`src/logic/rcd_map.svh`:
```
`ifndef RCD_MAP_SVH
`define RCD_MAP_SVH
// ----------------------------------------------------------
// register byte offsets
// ----------------------------------------------------------
`define RCD_REF_CTRL 5'h00
`define RCD_REF_NOMINAL 5'h04
`define RCD_OP_STATUS 5'h08
`define RCD_LOCK_QUERY 5'h0C
`define RCD_GROUP_SEL 5'h10
`define RCD_OUT2_CTRL 5'h14
`define RCD_OUT2_STATUS 5'h18
`define RCD_RESET_CMD 5'h1C
// ----------------------------------------------------------
// field positions
// ----------------------------------------------------------
`define RCD_EXT_SEL_BIT 0
`define RCD_UNLOCKED_BIT 6
`define RCD_SETTLING_BIT 0
`define RCD_OUT_ON_BIT 0
`define RCD_DIV_LSB 8
`define RCD_ACTIVE_BIT 8
`define RCD_BASE_RST_BIT 0
`define RCD_PART_RST_BIT 1
// ----------------------------------------------------------
// reset values and timing
// ----------------------------------------------------------
`define RCD_NOMINAL_RST 16'h2710
`define RCD_INT_REF_MHZ 10
`define RCD_BASE_MHZ 40
`define RCD_MAX_DIV 32
`define RCD_CLK_HZ 20000000
`define RCD_SETTLE_MS 1000
`define RCD_GATE_MS 1
`define RCD_WARN_MS 500
`define RCD_LOCK_TOL 16'h0002
`endif

```
`src/logic/rcd_pkg.sv`:
```
`default_nettype none
package rcd_pkg;
    // reference tracking states
    typedef enum logic [1:0] {RCD_INT, RCD_SETTLE, RCD_TRACK} rcd_lock_e;
    // whole state of the top module
    typedef struct packed {
        logic [1:0] ext_sync;
        logic [1:0] int_sync;
        logic ext_prev;
        logic ref_ext;
        logic [15:0] nominal;
        rcd_lock_e lck;
        logic [31:0] settle_cnt;
        logic [31:0] gate_cnt;
        logic [15:0] edge_cnt;
        logic unlocked;
        logic [31:0] warn_cnt;
        logic warn;
        logic [4:0] grp_sel;
        logic [31:0] grp_on;
        logic [31:0][4:0] grp_div;
        logic [4:0] owner;
        logic out_active;
        logic ref_out1;
        logic wait_req;
        logic [31:0] rdata;
    } rcd_top_s;
    // whole state of the divider
    typedef struct packed {
        logic [4:0] cnt;
        logic [4:0] cur;
        logic level;
        logic tick;
    } rcd_div_s;
endpackage : rcd_pkg
`default_nettype wire

```
`src/logic/rcd_div_if.sv`:
```
`timescale 1ns/1ns
`default_nettype none
// divisor in, divided clock out
interface rcd_div_if;
    logic run;
    logic [4:0] div_m1;
    logic level;
    logic tick;
    modport ctrl (output run, output div_m1, input level, input tick);
    modport div (input run, input div_m1, output level, output tick);
endinterface : rcd_div_if
`default_nettype wire

```
`src/logic/rcd_divider.sv`:
```
`timescale 1ns/1ns
`default_nettype none
`include "rcd_map.svh"
module rcd_divider (
    input wire logic clk_sys,
    input wire logic resetn,
    rcd_div_if.div dv
);
    import rcd_pkg::*;
    rcd_div_s s;
    rcd_div_s next_s;
    // ----------------------------------------------------------
    // divide by cur+1, high for the first half of each period
    // ----------------------------------------------------------
    function automatic logic high_part(input logic [4:0] cur, input logic [4:0] cnt);
        logic [5:0] half;
        half = (6'({1'b0, cur}) + 6'h02) >> 1;
        return 6'(cur - cnt) < half;
    endfunction : high_part
    // reload picks up a new divisor only at period end
    always_comb
    begin
        next_s = s;
        next_s.tick = 1'b0;
        if (!dv.run)
        begin
            next_s = '0;
        end
        else if (s.cnt == 5'h00)
        begin
            next_s.cur = dv.div_m1;
            next_s.cnt = dv.div_m1;
            next_s.tick = 1'b1;
            next_s.level = 1'b1;
        end
        else
        begin
            next_s.cnt = s.cnt - 5'h01;
            next_s.level = high_part(s.cur, s.cnt - 5'h01);
        end
    end
    // state register
    always_ff @(posedge clk_sys or negedge resetn)
    begin
        if (!resetn)
            s <= '0;
        else
            s <= next_s;
    end
    assign dv.level = s.level;
    assign dv.tick = s.tick;
    // ----------------------------------------------------------
    // checks
    // ----------------------------------------------------------
    reload_take_a: assert property (@(posedge clk_sys) disable iff (!resetn)
        s.tick |-> s.cur == $past(dv.div_m1))
        else $error("divisor not taken at reload");
    div_one_high_a: assert property (@(posedge clk_sys) disable iff (!resetn)
        (dv.run && dv.div_m1 == 5'h00 && s.cnt == 5'h00)[*2] |-> s.level && s.tick)
        else $error("divide by one not steady high");
    off_quiet_a: assert property (@(posedge clk_sys) disable iff (!resetn)
        !dv.run |=> !s.level && !s.tick)
        else $error("divider runs while off");
endmodule : rcd_divider
`default_nettype wire

```
`src/logic/rcd_ref_clock.sv`:
```
// How it works
// choose internal oscillator or external reference
// software gives external nominal frequency
// selected reference copied to first output
// lock failure sets status bit six
// base reset forces internal reference
// one second settling after choosing external
// partial reset leaves reference selection alone
// one reference setting for all groups
// group off keeps another group's clock; code removes it when the off group's on bit is still set
// explicit on to off removes clock
// group on takes over second output
// second output is base over 1..32
// divisor changes at counter reload
`timescale 1ns/1ns
`default_nettype none
`include "rcd_map.svh"
module rcd_ref_clock #(
    parameter int unsigned NGROUP = 4,
    parameter int unsigned SETTLE_CYC = `RCD_SETTLE_MS * (`RCD_CLK_HZ / 1000),
    parameter int unsigned GATE_CYC = `RCD_GATE_MS * (`RCD_CLK_HZ / 1000),
    parameter int unsigned WARN_CYC = `RCD_WARN_MS * (`RCD_CLK_HZ / 1000)
) (
    input wire logic clk_sys,
    input wire logic resetn,
    input wire logic [4:0] avs_address,
    input wire logic avs_read,
    input wire logic avs_write,
    input wire logic [31:0] avs_writedata,
    output logic [31:0] avs_readdata,
    output logic avs_waitrequest,
    input wire logic ext_ref_in,
    input wire logic int_osc_in,
    output logic ref_out1,
    output logic ref_out2,
    output logic ref_out2_tick,
    output logic unlock_warn,
    output logic unlocked
);
    import rcd_pkg::*;
    // ----------------------------------------------------------
    // parameter checks
    // ----------------------------------------------------------
    if (NGROUP < 1 || NGROUP > 32)
    begin : g_bad_groups
        $error("NGROUP must lie in 1..32");
    end
    if (SETTLE_CYC < 1 || GATE_CYC < 1 || WARN_CYC < 1)
    begin : g_bad_counts
        $error("timing counts must be at least one");
    end
    // ----------------------------------------------------------
    // state
    // ----------------------------------------------------------
    localparam rcd_top_s RST = '{wait_req: 1'b1, nominal: `RCD_NOMINAL_RST, lck: RCD_INT,
        default: '0};
    rcd_top_s s; // all registers
    rcd_top_s next_s; // their next values
    logic req; // a bus request is up
    logic acc; // request accepted this edge
    logic wr_on; // written on bit
    logic [4:0] wr_sel; // group addressed by the write
    logic ext_rise; // rising edge of the external reference
    logic [15:0] diff; // measured count minus nominal, absolute
    rcd_div_if dv ();
    // ----------------------------------------------------------
    // helpers
    // ----------------------------------------------------------
    // absolute difference, used for the lock window
    function automatic logic [15:0] absdiff(input logic [15:0] a, input logic [15:0] b);
        return (a > b) ? a - b : b - a;
    endfunction : absdiff
    // back to the power-on view of the base system, nominal kept
    function automatic rcd_top_s base_reset(input rcd_top_s cur);
        rcd_top_s r;
        r = RST;
        r.ext_sync = cur.ext_sync;
        r.int_sync = cur.int_sync;
        r.ext_prev = cur.ext_prev;
        r.nominal = cur.nominal;
        r.wait_req = 1'b1;
        return r;
    endfunction : base_reset
    assign req = avs_read | avs_write;
    assign acc = req && !s.wait_req;
    assign wr_on = avs_writedata[`RCD_OUT_ON_BIT];
    assign wr_sel = s.grp_sel;
    assign ext_rise = s.ext_sync[1] && !s.ext_prev;
    assign diff = absdiff(s.edge_cnt, s.nominal);
    // ----------------------------------------------------------
    // next state
    // ----------------------------------------------------------
    always_comb
    begin
        next_s = s;
        // pins pass two flops before use
        next_s.ext_sync = {s.ext_sync[0], ext_ref_in};
        next_s.int_sync = {s.int_sync[0], int_osc_in};
        next_s.ext_prev = s.ext_sync[1];
        // selected reference to the first output
        next_s.ref_out1 = s.ref_ext ? s.ext_sync[1] : s.int_sync[1];
        next_s.warn = 1'b0;
        // reference tracking, one global setting
        unique case (s.lck)
            RCD_INT:
            begin
                next_s.unlocked = 1'b0;
                if (s.ref_ext)
                begin
                    next_s.lck = RCD_SETTLE;
                    next_s.settle_cnt = '0;
                end
            end
            RCD_SETTLE:
            begin
                // not yet synchronised while the loop settles
                next_s.unlocked = 1'b1;
                next_s.settle_cnt = s.settle_cnt + 32'h0000_0001;
                if (s.settle_cnt == 32'(SETTLE_CYC - 1))
                begin
                    next_s.lck = RCD_TRACK;
                    next_s.gate_cnt = '0;
                    next_s.edge_cnt = '0;
                end
                if (!s.ref_ext)
                    next_s.lck = RCD_INT;
            end
            RCD_TRACK:
            begin
                // count edges in one gate, compare with nominal
                next_s.gate_cnt = s.gate_cnt + 32'h0000_0001;
                if (ext_rise && s.edge_cnt != 16'hFFFF)
                    next_s.edge_cnt = s.edge_cnt + 16'h0001;
                if (s.gate_cnt == 32'(GATE_CYC - 1))
                begin
                    next_s.unlocked = diff > `RCD_LOCK_TOL;
                    next_s.gate_cnt = '0;
                    next_s.edge_cnt = '0;
                end
                if (!s.ref_ext)
                    next_s.lck = RCD_INT;
            end
        endcase
        // repeating warning while unlocked
        if (s.unlocked)
        begin
            next_s.warn_cnt = s.warn_cnt + 32'h0000_0001;
            if (s.warn_cnt == 32'(WARN_CYC - 1))
            begin
                next_s.warn = 1'b1;
                next_s.warn_cnt = '0;
            end
        end
        else
        begin
            next_s.warn_cnt = '0;
        end
        // bus: one wait cycle, then answer
        next_s.wait_req = 1'b1;
        if (req && s.wait_req)
        begin
            next_s.wait_req = 1'b0;
            next_s.rdata = '0; // unmapped reads zero
            unique case (avs_address)
                `RCD_REF_CTRL: next_s.rdata[`RCD_EXT_SEL_BIT] = s.ref_ext;
                `RCD_REF_NOMINAL: next_s.rdata[15:0] = s.nominal;
                `RCD_OP_STATUS:
                begin
                    next_s.rdata[`RCD_UNLOCKED_BIT] = s.unlocked;
                    next_s.rdata[`RCD_SETTLING_BIT] = s.lck == RCD_SETTLE;
                end
                `RCD_LOCK_QUERY: next_s.rdata[0] = s.unlocked;
                `RCD_GROUP_SEL: next_s.rdata[4:0] = s.grp_sel;
                `RCD_OUT2_CTRL:
                begin
                    next_s.rdata[`RCD_OUT_ON_BIT] = s.grp_on[s.grp_sel];
                    next_s.rdata[`RCD_DIV_LSB +: 5] = s.grp_div[s.grp_sel];
                end
                `RCD_OUT2_STATUS:
                begin
                    next_s.rdata[4:0] = s.owner;
                    next_s.rdata[`RCD_ACTIVE_BIT] = s.out_active;
                end
                default: next_s.rdata = '0;
            endcase
        end
        // writes take effect at the accepting edge
        if (acc && avs_write)
        begin
            unique case (avs_address)
                `RCD_REF_CTRL: next_s.ref_ext = avs_writedata[`RCD_EXT_SEL_BIT];
                `RCD_REF_NOMINAL: next_s.nominal = avs_writedata[15:0];
                `RCD_GROUP_SEL:
                begin
                    // out of range picks select the last group
                    if ({1'b0, avs_writedata[4:0]} < 6'(NGROUP))
                        next_s.grp_sel = avs_writedata[4:0];
                    else
                        next_s.grp_sel = 5'(NGROUP - 1);
                end
                `RCD_OUT2_CTRL:
                begin
                    next_s.grp_div[wr_sel] = avs_writedata[`RCD_DIV_LSB +: 5];
                    next_s.grp_on[wr_sel] = wr_on;
                    if (wr_on)
                    begin
                        next_s.owner = wr_sel;
                        next_s.out_active = 1'b1;
                    end
                    else if (s.grp_on[wr_sel])
                    begin
                        next_s.out_active = 1'b0;
                    end
                    // off on an already-off group leaves the output alone; only its divisor is stored
                end
                `RCD_RESET_CMD:
                begin
                    if (avs_writedata[`RCD_BASE_RST_BIT])
                        next_s = base_reset(next_s);
                    else if (avs_writedata[`RCD_PART_RST_BIT])
                    begin
                        // groups only; reference left running
                        next_s.grp_on = '0;
                        next_s.grp_div = '0;
                        next_s.grp_sel = '0;
                        next_s.owner = '0;
                        next_s.out_active = 1'b0;
                    end
                end
                default: ; // read-only or unmapped: ignored
            endcase
        end
    end
    // ----------------------------------------------------------
    // registers; async reset also selects internal reference
    // ----------------------------------------------------------
    always_ff @(posedge clk_sys or negedge resetn)
    begin
        if (!resetn)
            s <= RST;
        else
            s <= next_s;
    end
    // ----------------------------------------------------------
    // second output divider
    // ----------------------------------------------------------
    assign dv.run = s.out_active;
    assign dv.div_m1 = s.grp_div[s.owner];
    rcd_divider u_div (
        .clk_sys(clk_sys),
        .resetn(resetn),
        .dv(dv)
    );
    // outputs, all straight from flops
    assign avs_readdata = s.rdata;
    assign avs_waitrequest = s.wait_req;
    assign ref_out1 = s.ref_out1;
    assign ref_out2 = dv.level;
    assign ref_out2_tick = dv.tick;
    assign unlock_warn = s.warn;
    assign unlocked = s.unlocked;
    // ----------------------------------------------------------
    // checks
    // ----------------------------------------------------------
    base_rst_int_a: assert property (@(posedge clk_sys) disable iff (!resetn)
        acc && avs_write && avs_address == `RCD_RESET_CMD && avs_writedata[0]
        |=> !s.ref_ext ##1 s.lck == RCD_INT)
        else $error("base reset left external reference");
    part_rst_keep_a: assert property (@(posedge clk_sys) disable iff (!resetn)
        acc && avs_write && avs_address == `RCD_RESET_CMD && avs_writedata[1:0] == 2'b10
        |=> $stable(s.ref_ext) && !s.out_active)
        else $error("partial reset touched reference");
    out1_follow_a: assert property (@(posedge clk_sys) disable iff (!resetn)
        ##1 ref_out1 == ($past(s.ref_ext) ? $past(s.ext_sync[1]) : $past(s.int_sync[1])))
        else $error("first output not the selected reference");
    settle_bound_a: assert property (@(posedge clk_sys) disable iff (!resetn)
        s.lck == RCD_SETTLE |-> s.settle_cnt < SETTLE_CYC && s.ref_ext == 1'b1 || !s.ref_ext)
        else $error("settling counter overran");
    unlock_cause_a: assert property (@(posedge clk_sys) disable iff (!resetn)
        $rose(s.unlocked) |-> $past(s.lck) != RCD_INT && $past(s.ref_ext))
        else $error("unlock flag without external reference");
    status_bit_a: assert property (@(posedge clk_sys) disable iff (!resetn)
        req && s.wait_req && avs_address == `RCD_OP_STATUS
        |=> avs_readdata[6] == $past(s.unlocked) && !avs_waitrequest)
        else $error("status bit six wrong");
    out2_off_a: assert property (@(posedge clk_sys) disable iff (!resetn)
        acc && avs_write && avs_address == `RCD_OUT2_CTRL && !wr_on && s.grp_on[wr_sel]
        |=> !s.out_active ##1 !ref_out2)
        else $error("clock not removed on explicit off");
    out2_on_a: assert property (@(posedge clk_sys) disable iff (!resetn)
        acc && avs_write && avs_address == `RCD_OUT2_CTRL && wr_on
        |=> s.out_active && s.owner == $past(wr_sel))
        else $error("group on did not take the output");
    off_keeps_a: assert property (@(posedge clk_sys) disable iff (!resetn)
        acc && avs_write && avs_address == `RCD_OUT2_CTRL && !wr_on && !s.grp_on[wr_sel]
        |=> $stable(s.out_active) && $stable(s.owner))
        else $error("off on idle group disturbed output");
endmodule : rcd_ref_clock
`default_nettype wire

```
`config.mk`:
```
export PLATFORM = sky130hd
export DESIGN_NAME = rcd_ref_clock
export DESIGN_NICKNAME = d
export VERILOG_FILES = /design/src/logic/rcd_pkg.sv /design/src/logic/rcd_div_if.sv /design/src/logic/rcd_divider.sv /design/src/logic/rcd_ref_clock.sv
export VERILOG_INCLUDE_DIRS = /design/src /design/src/logic
export SDC_FILE = /design/constraint.sdc
export NUM_CORES = 1
export LEC_CHECK = 0
export ABC_AREA = 1
export BUFFER_PORTS_ARGS = -buffer_cell sky130_fd_sc_hd__buf_2
export CORE_ASPECT_RATIO = 0.5
export CORE_UTILIZATION = 40
export DETAILED_ROUTE_END_ITERATION = 8
export GPL_ROUTABILITY_DRIVEN = 0
export SLEW_MARGIN = 5
export SYNTH_ARGS = -nofsm -noshare
export SYNTH_HDL_FRONTEND = slang
export SYNTH_SLANG_ARGS = --single-unit
```
`constraint.sdc`:
```
create_clock -name clk_sys -period 2.5 [get_ports clk_sys]
set_clock_uncertainty 0.05 [all_clocks]
set_input_delay 0.25 -clock clk_sys [delete_from_list [all_inputs] [get_ports clk_sys]]
set_output_delay 0.25 -clock clk_sys [all_outputs]
set_load 0.01 [all_outputs]
```
=== Word-level counts from Yosys, hierarchy flattened ===
Index checks and enable logic that the tools add are counted.

* Register bits: 387
* Bits of input ports: 43
* Output and inout bits: 38
* Word-level logic and storage cells: 168

* Add/subtract/negate cells: 9
* Magnitude comparators: 7
* Eq/ne operators: 18
* Muxes and demuxes: 57
* Bitwise gates (word level): 2
* Reductions and logical operators: 20

{| class="wikitable"
|+ Operator list
! operator !! count
|-
| $mux W203 || 2
|-
| $pmux W198 S2 || 1
|-
| $mux W353 || 1
|-
| $bwmux W160 || 1
|-
| $mux W133 || 1
|-
| $mux W116 || 1
|-
| $mux W34 || 3
|-
| $add A32 B1 Y32 const B || 3
|-
| $pmux W48 S2 || 1
|-
| $mux W33 || 2
|-
| $pmux W32 S2 || 1
|-
| $bmux W5 S5 || 2
|-
| $mux W49 || 1
|-
| $mux W48 || 1
|-
| $mux W5 || 7
|-
| $bwmux W32 || 1
|-
| $eq A32 B15 Y1 const B || 1
|-
| $eq A32 B24 Y1 const B || 1
|-
| $eq A32 B25 Y1 const B || 1
|-
| $mux W16 || 2
|-
| $mux W32 || 1
|-
| $pmux W16 S2 || 1
|-
| $sub A16 B16 Y16 || 2
|-
| $demux W5 S5 || 1
|-
| 41 further kinds || 74
|}

=== Logic depth before layout (Yosys ltp) ===
Gate-level depths: netlist (run 1).

* Word-level depth: 9
* Depth in mapped cells: 19

=== Hierarchy ===
Synthesis (run 1) repeated with hierarchy kept, for this count alone.

* Cell total of the unflattened synthesis: 3152
* Area, all modules: 24299.6 um^2

{| class="wikitable"
|+ Modules (own cells, without submodules)
! module !! instances !! cells each !! area an instance (um^2) !! sequential area each (um^2)
|-
| rcd_ref_clock || 1 || 3049 || 23408.7 || 9391.5
|-
| rcd_divider || 1 || 103 || 890.9 || 300.3
|}

=== Worst setup path before layout (run 1) ===
No wires, ideal clock.

* Kind: register -> register
* Start point: reg u_div.s[7] (netlist bit)
* End point: reg u_div.s, in the netlist u_div.dv.level
* Arrival: 2.195 ns
* Required time: 2.340 ns
* Slack: 0.145 ns
* Stages on the path, launching flop included: 13
* Clock period less this slack: 2.355 ns
* Cells stage by stage: dfrtp_1 -> inv_1 -> ha_1 -> xnor2_1 -> ha_1 -> nand2_1 -> o21ai_0 -> xnor2_1 -> inv_1 -> ha_1 -> a21oi_1 -> nor2_1 -> o41ai_1

{| class="wikitable"
|+ RTL lines
! item !! line !! text
|-
| from (decl) || rcd_divider.sv:10 || <nowiki>rcd_div_s s;</nowiki>
|-
| from (signal assigned) || rcd_divider.sv:48 || <nowiki>s <= next_s;</nowiki>
|}

==> flow_summary.toml, run 1 <==
[status]
status = "completed"

[synthesis]
synth_largest_area_cell = "dfrtp_1"
ys.flop_type = "dfrtp_1"
synth_edf_count = 0
ys_types = 55
seq_area_frac_synth = 0.3981
syn_nets = 3254
yosysWarnings = 0
synth_async_sr_flop_share = 1.000
netlist.area_leader.share = 0.3917
synth_area_leaders = "dfrtp_1 (39%), nand2_1 (7.2%), inv_1 (6.9%)"
netlist_area_um2 = 24340
synth_seq_cells = 387
synthCells = 3159
syn_avg_cell_area_um2 = 7.706

[route]
vias = 21915
ant_nets = 0
wl_um = 72920
drt-wirelength-per-cell_um = 17.91
initialDrtViolationCount = 2140
routed_via_density = 5.383
drc = 0
first_pass_iters = 6

[floorplanning]
fp.dieH_um = 176.4
start_util = 0.4079
io_pins = 81
dieArea_um2 = 61910
num_rows = 63
core-area_um2 = 59670
chipWidth_um = 350.9

[global_routing]
grt_pass1_vias = 20969
grtUsageTotal = 0.2363
busiest_layer = "met2"
grt_pass1_wl_um = 116600
grtUsageMet3 = 0.03371
grt_overflow = 0
grt_antenna_before_repair = 0
grtUsageMet1 = 0.3265
use_met2 = 0.3834
grt_max_degree = 73

[timing]
drv_slew = 0
fin_crit_ns = 2.420
clock.fmax_mhz = 413.1
worst_pin_slew_ns = 0.8804
slew_headroom = 0.4131
fin_ws_ns = 0.07956
finalSetupViolCount = 0
timing.final.crit_share = 0.9682
hold_viol_final = 0
tns_ns = 0
rsz0062_at_grt = "true"

[pwr]
p_comb_frac = 0.311
intPower_mw = 13.08
netSwitchingFraction = 0.3469
clkPwrFrac = 0.337
p_seq_frac = 0.353
ir_worst_vdd_uv = 446.1
p_switching_mw = 6.946
p_leak_nw = 12.90
p_total_mw = 20.02
powerDensity_nw_per_um2 = 723.0

[finish]
fin_util = 0.4641
area_growth_pct = 13.77
diodes = 0
final_cells = 4071
nNetsFinal = 3322
drive_gt1_frac = 0.1593

[cts]
cts_tree = "done"
clk_path_buf_depth = 3
cts_buffers = 41
clkTransAtPathRegs_ns = 0.06
clock_latency_ns = 0.58
cts.sinks = 387
htree_levels = 2
ctsRootBufferMaster = "clkbuf_16"

[place]
dp.cells = 3976
dp_hpwl_um = 50580
port_buffers = 64
dp_slack_ns = -0.1411

[worst_setup_path]
cp-end-kind = "register"
path_common_cell = "nand2_1"
cp.required_ns = 2.88
cpMaxStageDelayCell = "dfrtp_2"
slowest_delay_ns = 0.46
path_cells = "inv_1 -> ha_1 -> inv_1 -> fa_1 -> nand3_1 -> nand2_2 -> nand2_2 -> nand2_1 -> nand2_1 -> nand2_1 -> nand2_1 -> inv_1 -> nor2_1 -> nand2_1 -> a21oi_1 -> nand3_1 -> nand2_1 -> a21oi_1"
cp.arrival_ns = 2.80
critPathKind = "reg2reg"
crit_fanout = 3
timing.critical_path.from_type = "register"

[run]
cap_violations = 0

[hold_path]
hold_path.class = "in2reg"
-- final cells by class --
class / instances / area, um^2
inverters: 464 / 1748
clock buffers: 54 / 1176
fillers: 5796 / 31980
repair buffers: 231 / 1882
multi-input cells: 2102 / 11890
flip-flops and latches: 387 / 9694
well taps: 812 / 1016
clock inverters: 21 / 282.8
-- cells in the mapped netlist, drive strengths merged (7+ instances only) --
cell type,count
nand2,471
buf,136
nor3,61
a211oi,165
a21oi,290
nor4,17
nand3,165
nor2,382
o221ai,15
a221oi,7
inv,460
xnor2,10
o22ai,79
ha,49
xor2,20
clkbuf,70
nand4,41
a22o,7
a22oi,32
o21ai,246
dfrtp,381
-- flip-flops by register name, indices dropped and copies added, names as in the netlist, 5 cells and up --
| signal | count |
|---|---|
| s | 333 |
| avs_readdata | 32 |
| u_div.s | 10 |
| wr_sel | 5 |
-- layer usage --
layer  wire length [um]  up-vias
li1                   -    10687
met1              32810    10464
met2              33790      643
met3               4314      121
met4               2013        0
met5                  0        -
-- power groups by stage --
stage | clock, mW | combinational (mW) | sequential (mW)
3_3_place_gp | 0 | 5.82 | 7.14
4_1_cts | 6.83 | 5.95 | 7.04
5_1_grt | 7.09 | 6.90 | 7.12
2_1_floorplan | 0 | 3.77 | 7.06
6_report | 6.74 | 6.22 | 7.06
3_5_place_dp | 0 | 5.89 | 7.16
-- worst max-delay path, delay by kind of cell, from the launching register on --
family          cells  cell delay (ns)
compound gates      2             0.19
fa+ha+maj           2             0.54
buf+inv             3             0.16
flops               1             0.46
simple gates       11             0.90
-- layout by cell type, fill, tap and decap left out, types with 26 or more instances in the layout --
cell / synthesis / routed
a211oi_1: 52 / 52
a211oi_2: 113 / 113
a21oi_1: 290 / 288
a22oi_1: 32 / 32
buf_2: 40 / 63
buf_4: 65 / 132
clkbuf_16: 0 / 42
dfrtp_1: 381 / 379
ha_1: 49 / 42
inv_1: 449 / 444
nand2_1: 468 / 463
nand3_1: 142 / 139
nand3_2: 23 / 26
nand4_1: 40 / 40
nor2_1: 365 / 356
nor3_1: 51 / 46
o21ai_0: 232 / 224
o22ai_1: 79 / 79
-- path summary, 6_finish.rpt --
path                                          from                         to  slack, ns  cells past startpoint
worst min-delay path                      avs_read  avs_readdata[3]$_DFF_PN0_       0.09                      4
worst max-delay path            s[353]$_DFFE_PN0P_         unlocked$_DFF_PN0_       0.08                     18
worst max register to register  s[353]$_DFFE_PN0P_         unlocked$_DFF_PN0_       0.08                     18
worst min register to register    s[371]$_DFF_PN0_           s[372]$_DFF_PN0_       0.30                      0
max in group asynchronous                   resetn           s[296]$_DFF_PN0_       1.43                      3
min in group asynchronous                   resetn         s[196]$_DFFE_PN0P_       0.19                      2
-- metrics by stage --
| step | hold slack, ns | instance area, um^2 |
|---|---|---|
| 3_3_place_gp | 0.2138 | 25890 |
| 4_1_cts | 0.07240 | 27500 |
| 3_5_place_dp | 0.2096 | 25890 |
| 5_1_grt | 0.09107 | 27690 |
| 6_report | 0.09162 | 27690 |
| 2_1_floorplan | -0.09559 | 24340 |
-- repair_timing --
action | 4_1_cts | 5_1_grt
pin swaps | 0 | 15
gates resized for setup | 5 | 41
endpoints found under the setup margin | 3 | 22
setup buffers | 0 | 6
hold buffers | 14 | 0
endpoints found under the hold margin | 59 | 0
-- logic make-up (layout without fill, tap and decap cells) --
logic type                 Yosys count  in the layout  share of synthesized area
and+or+nand+nor                   1148           1148                     0.2076
xor gates and xnor gates            30             30                    0.01079
buffers and inverters              670            770                     0.1207
AOI/OAI and AO/OA                  872            872                     0.2352
adders and majority gates           52             52                    0.02765
DFF                                387            387                     0.3981
Note: power is estimated with default switching activity, not from simulation.
==> inputs of run 2 (changes only) <==
SETUP_SLACK_MARGIN = 0.2   (was not set)
==> run 2 against run 1 <==
  * Maximum frequency is 0.27% lower
  * Core utilization is 1.8 points higher
  * Routed wire length is 3.2% higher
  * Sequential share of layout area is 1.3 points lower
  * First-iteration DRC count is 8.0% lower
  * Total power is 3.9% higher
  * Count of clock-buffer cells in the layout is 4 higher
  * Die area stayed put
  * Register-to-register slack hardly changed
  * Design area is 3.8% higher
  * Critical path type unchanged
  * Largest cell class unchanged
==> flow_summary.toml, run 2 (synthesis results as in run 1) <==
[status]
status = "completed"

[cts]
ctsRootBufferMaster = "clkbuf_16"
htree_levels = 2
cts_buffers = 40
cts_tree = "done"
clk_path_buf_depth = 3
cts.sinks = 387
clkTransAtPathRegs_ns = 0.07
clock_latency_ns = 0.57

[route]
met2_length_um = 35420
vias = 22374
met1_length_um = 33460
route.met3.wl_um = 4274
first_pass_iters = 6
highest_layer = "met4"
ant_nets = 0
wl_um = 75280
drc = 0
drt-wirelength-per-cell_um = 18.37
initialDrtViolationCount = 1969
routed_via_density = 5.461

[pwr]
clkPwrFrac = 0.297
p_comb_frac = 0.362
powerDensity_nw_per_um2 = 723.2
intPower_mw = 13.42
p_switching_mw = 7.379
p_leak_nw = 13.22
p_total_mw = 20.80
netSwitchingFraction = 0.3548
ir_worst_vdd_uv = 498.8
p_seq_frac = 0.341

[finish]
drive_gt1_frac = 0.2040
largest_reg_flops = 333
regMostFlops = "s"
nNetsFinal = 3354
area_growth_pct = 18.13
final_cells = 4097
design_area_um2 = 28760
diodes = 0
layout_common_cells = "nand2_1 (440), inv_1 (428), dfrtp_1 (376), nor2_1 (341), a21oi_1 (274)"
layout_commonest_cell = "nand2_1"

[worst_setup_path]
crit_fanout = 3
cp.arrival_ns = 2.84
cp-end-kind = "register"
critPathKind = "reg2reg"
cp.required_ns = 2.91
timing.critical_path.from_type = "register"

[timing]
clock.fmax_mhz = 412.0
worst_pin_slew_ns = 0.9177
drv_slew = 0
timing.final.crit_share = 0.9708
fin_ws_ns = 0.07291
finalSetupViolCount = 0
rsz0062_at_grt = "true"
hold_viol_final = 0
fin_crit_ns = 2.427
slew_headroom = 0.3882

[place]
place_area_um2 = 25820
dp_slack_ns = 0.006396
port_buffers = 64
dp_hpwl_um = 50310
dp.cells = 3967

[floorplanning]
core-area_um2 = 59670
io_pins = 81
chipWidth_um = 350.9
fp.dieH_um = 176.4
dieArea_um2 = 61910
num_rows = 63
start_util = 0.4079

[global_routing]
grt_pass1_wl_um = 116400
grt_pass1_vias = 21143
grtUsageTotal = 0.2354
grt_overflow = 0
grt_max_degree = 66
grt_antenna_before_repair = 0

[hold_path]
hold_path.class = "in2reg"

[run]
cap_violations = 0
==> run 2: path summary, 6_finish.rpt <==
path,from,to,slack [ns],depth (start not counted)
setup / recovery,u_div.s[7]$_DFF_PN0_,u_div.dv.level$_DFF_PN0_,0.07,11
hold / removal,avs_writedata[1],wr_sel[1]$_DFFE_PN0P_,0.02,3
setup reg to reg,u_div.s[7]$_DFF_PN0_,u_div.dv.level$_DFF_PN0_,0.07,11
hold reg to reg,s[373]$_DFF_PN0_,s[374]$_DFF_PN0_,0.30,0
max in group asynchronous,resetn,s[323]$_DFF_PN0_,1.38,3
min in group asynchronous,resetn,s[113]$_DFFE_PN0P_,0.20,2
==> run 2: layer usage <==
metal	vias up	track usage
met3	137	0.02823
li1	10745	-
met1	10826	0.3233
met4	0	0.06532
met2	666	0.3910
met5	-	0
==> run 2: through the flow <==
step / TNS (ns) / hold slack [ns] / utilization
finish: 0 / 0.01996 / 0.4819
global route: -0.05572 / 0.06625 / 0.4819
CTS: 0 / 0.009561 / 0.4591
detailed placement: 0 / 0.2217 / 0.4327
global placement: -0.001305 / 0.2228 / 0.4327
floorplan: 0 / -0.09559 / -
==> run 2: power by group through the flow <==
stage / sequential, mW / combinational (mW) / clock (mW)
floorplan: 7.06 / 3.78 / 0
CTS: 7.05 / 6.06 / 6.30
global route: 7.14 / 8.19 / 6.53
finish: 7.10 / 7.52 / 6.18
global placement: 7.15 / 5.79 / 0
detailed placement: 7.15 / 5.87 / 0
==> run 2: area by class of cell <==
cell class / count / area, um^2
multi-input cells: 2102 / 12670
inverters: 464 / 1762
well taps: 812 / 1016
fillers: 5798 / 30910
clock inverters: 10 / 136.4
repair buffers: 264 / 2313
flip-flops and latches: 387 / 9698
clock buffers: 58 / 1161
==> run 2: timing repair <==
| item | in CTS | in global routing |
|---|---|---|
| buffers inserted | 3 | 36 |
| hold buffers | 15 | 0 |
| resized for setup | 33 | 220 |
| pin swaps | 3 | 87 |
| hold endpoints to repair | 65 | 0 |
| cloned | 0 | 8 |
| endpoints found under the setup margin | 15 | 75 |
==> run 2: critical path: stages (launching register included) <==
cell	delay, ns
dfrtp_1	0.38
inv_2	0.07
ha_4	0.28
inv_2	0.03
fa_2	0.52
inv_2	0.05
ha_4	0.23
a21oi_2	0.11
o21bai_1	0.09
a21oi_2	0.15
nor2_1	0.06
o41ai_1	0.31
==> inputs of run 3 (changes only) <==
CORE_UTILIZATION = 55   (was 40)
PLACE_DENSITY = 0.75   (was not set)
==> run 3 against run 2 <==
  * The run now ends with DRC, setup timing left
  * Sequential power barely moved
  * Register-to-register slack worse by 0.08 ns
  * Design area decreased by 3.5%
  * Clock power decreased by 4.4%
  * Total power fell by 6.5%
  * Final cell count shrank 6.1%
  * Via count grew 1.8%
  * Core utilization is 15 points higher
  * Worst setup slack worse by 0.079 ns
==> flow_summary.toml, run 3 (synthesis results as in run 1) <==
[cts]
ctsRootBufferMaster = "clkbuf_16"
clock_latency_ns = 0.55
cts_buffers = 38
htree_levels = 2
cts_tree = "done"
cts.sinks = 387
clk_path_buf_depth = 3
clkTransAtPathRegs_ns = 0.07

[pwr]
p_leak_nw = 12.91
p_total_mw = 19.45
netSwitchingFraction = 0.3543
p_comb_frac = 0.331
p_seq_frac = 0.365
p_switching_mw = 6.890
powerDensity_nw_per_um2 = 700.9
ir_worst_vdd_uv = 459.5
clkPwrFrac = 0.304
intPower_mw = 12.56

[worst_setup_path]
r2r_end = "unlocked$_DFF_PN0_"
cp-endpoint = "unlocked$_DFF_PN0_"
reg2regPathDepth = 14
critPathKind = "reg2reg"
reg2reg_slack_ns = -0.007
r2r_start = "s[362]$_DFFE_PN1P_"
crit_fanout = 5
crit_start = "s[362]$_DFFE_PN1P_"
cp.required_ns = 2.87
timing.critical_path.from_type = "register"
cp.arrival_ns = 2.88
cp-end-kind = "register"

[finish]
fin_util = 0.6366
diodes = 0
area_growth_pct = 13.97
largest_reg_flops = 333
layout_commonest_cell = "nand2_1"
regMostFlops = "s"
drive_gt1_frac = 0.1869
final_cells = 3846
nNetsFinal = 3325
nFillCells = 3573
layout_common_cells = "nand2_1 (440), inv_1 (437), dfrtp_1 (374), nor2_1 (342), a21oi_1 (274)"

[status]
status = "finished with violations"
violations = "DRC, setup timing"

[timing]
fin_crit_ns = 2.507
hold_viol_final = 0
slew_headroom = 0.3841
clock.fmax_mhz = 399.0
timing.final.crit_share = 1.003
rsz0062_at_grt = "true"
worst_pin_slew_ns = 0.9239
fin_ws_ns = -0.006582
drv_slew = 0
finalSetupViolCount = 1

[global_routing]
grtUsageTotal = 0.3014
grt_max_degree = 74
grt_antenna_before_repair = 0
grt_pass1_wl_um = 109300
grt_overflow = 0
grt_pass1_vias = 20959

[place]
dp_hpwl_um = 46760
dp.cells = 3735
port_buffers = 64

[hold_path]
hold_path.class = "in2reg"
whs_path_depth = 3

[route]
initialDrtViolationCount = 2621
vias = 22782
drc = 1
routed_via_density = 5.924
first_pass_iters = 8
drt-wirelength-per-cell_um = 18.19
ant_nets = 0
wl_um = 69940

[floorplanning]
io_pins = 81
start_util = 0.5586
chipWidth_um = 299.5
num_rows = 54
fp.dieH_um = 150.8
dieArea_um2 = 45150
core-area_um2 = 43580

[run]
cap_violations = 0
==> run 3: metrics by stage <==
stage,setup TNS [ns],hold slack (ns),setup WS (ns),cell area (um^2)
after floorplan,0,-0.09559,0.2070,24340
after global placement,0,0.1679,0.02529,25500
after detailed placement,-0.01989,0.1738,-0.01055,25500
after CTS,0,0.04394,0.1056,27100
after global routing,-0.1084,0.05926,-0.1002,27740
final,-0.006582,0.06029,-0.006582,27740
==> run 3: layout make-up <==
type	count	area (um^2)	area share
clock inverter	17	181.4	0.006539
inverter	464	1750	0.06309
multi-input combinational	2102	12360	0.4456
sequential	387	9701	0.3497
timing repair buffer	237	1952	0.07036
clock buffer	51	1060	0.03820
tap	588	735.7	0.02652
==> run 3: how the worst min path moves through the flow <==
stage | from | endpoint | slack (ns)
after detailed placement | resetn | s[249]$_DFF_PN0_ | 0.17
after CTS | avs_read | avs_waitrequest$_DFF_PN1_ | 0.04
final | avs_read | avs_waitrequest$_DFF_PN1_ | 0.06
after global placement | resetn | s[249]$_DFF_PN0_ | 0.17
after floorplan | resetn | avs_readdata[0]$_DFF_PN0_ | -0.1
after global routing | avs_writedata[1] | wr_sel[1]$_DFFE_PN0P_ | 0.06
==> run 3: metal layers <==
metal  routed length [um]  track usage  vias up
met3                 6184      0.05700      189
met5                    0            0        -
met1                29230       0.4103    10834
li1                     -            -    10691
met2                31730       0.4743     1068
met4                 2806       0.1253        0
==> run 3: critical path, stage by stage (launching register included) <==
cell and delay (ns):
dfstp_2 0.55, ha_1 0.27, buf_4 0.17, nand2_2 0.12, inv_1 0.11, a21oi_2 0.20
nor2_1 0.06, nor2_1 0.13, nand3_1 0.09, nand2_1 0.11, nand2_1 0.05, a21oi_1 0.14
nand3_1 0.14, nand2_1 0.12, a21oi_2 0.06
==> run 3: what timing repair did <==
item | 4_1_cts | 5_1_grt
endpoints found under the hold margin | 59 | 0
resized for setup | 42 | 130
setup buffers | 8 | 22
pin swaps | 7 | 48
endpoints found under the setup margin | 15 | 148
hold buffers | 13 | 0
==> run 3: power groups by stage <==
stage / clock network, mW / registers (mW) / logic, mW
floorplan: 0 / 7.06 / 3.78
global placement: 0 / 7.14 / 5.65
detailed placement: 0 / 7.15 / 5.78
CTS: 5.97 / 7.06 / 6.01
global route: 6.22 / 7.14 / 7.03
finish: 5.91 / 7.10 / 6.43
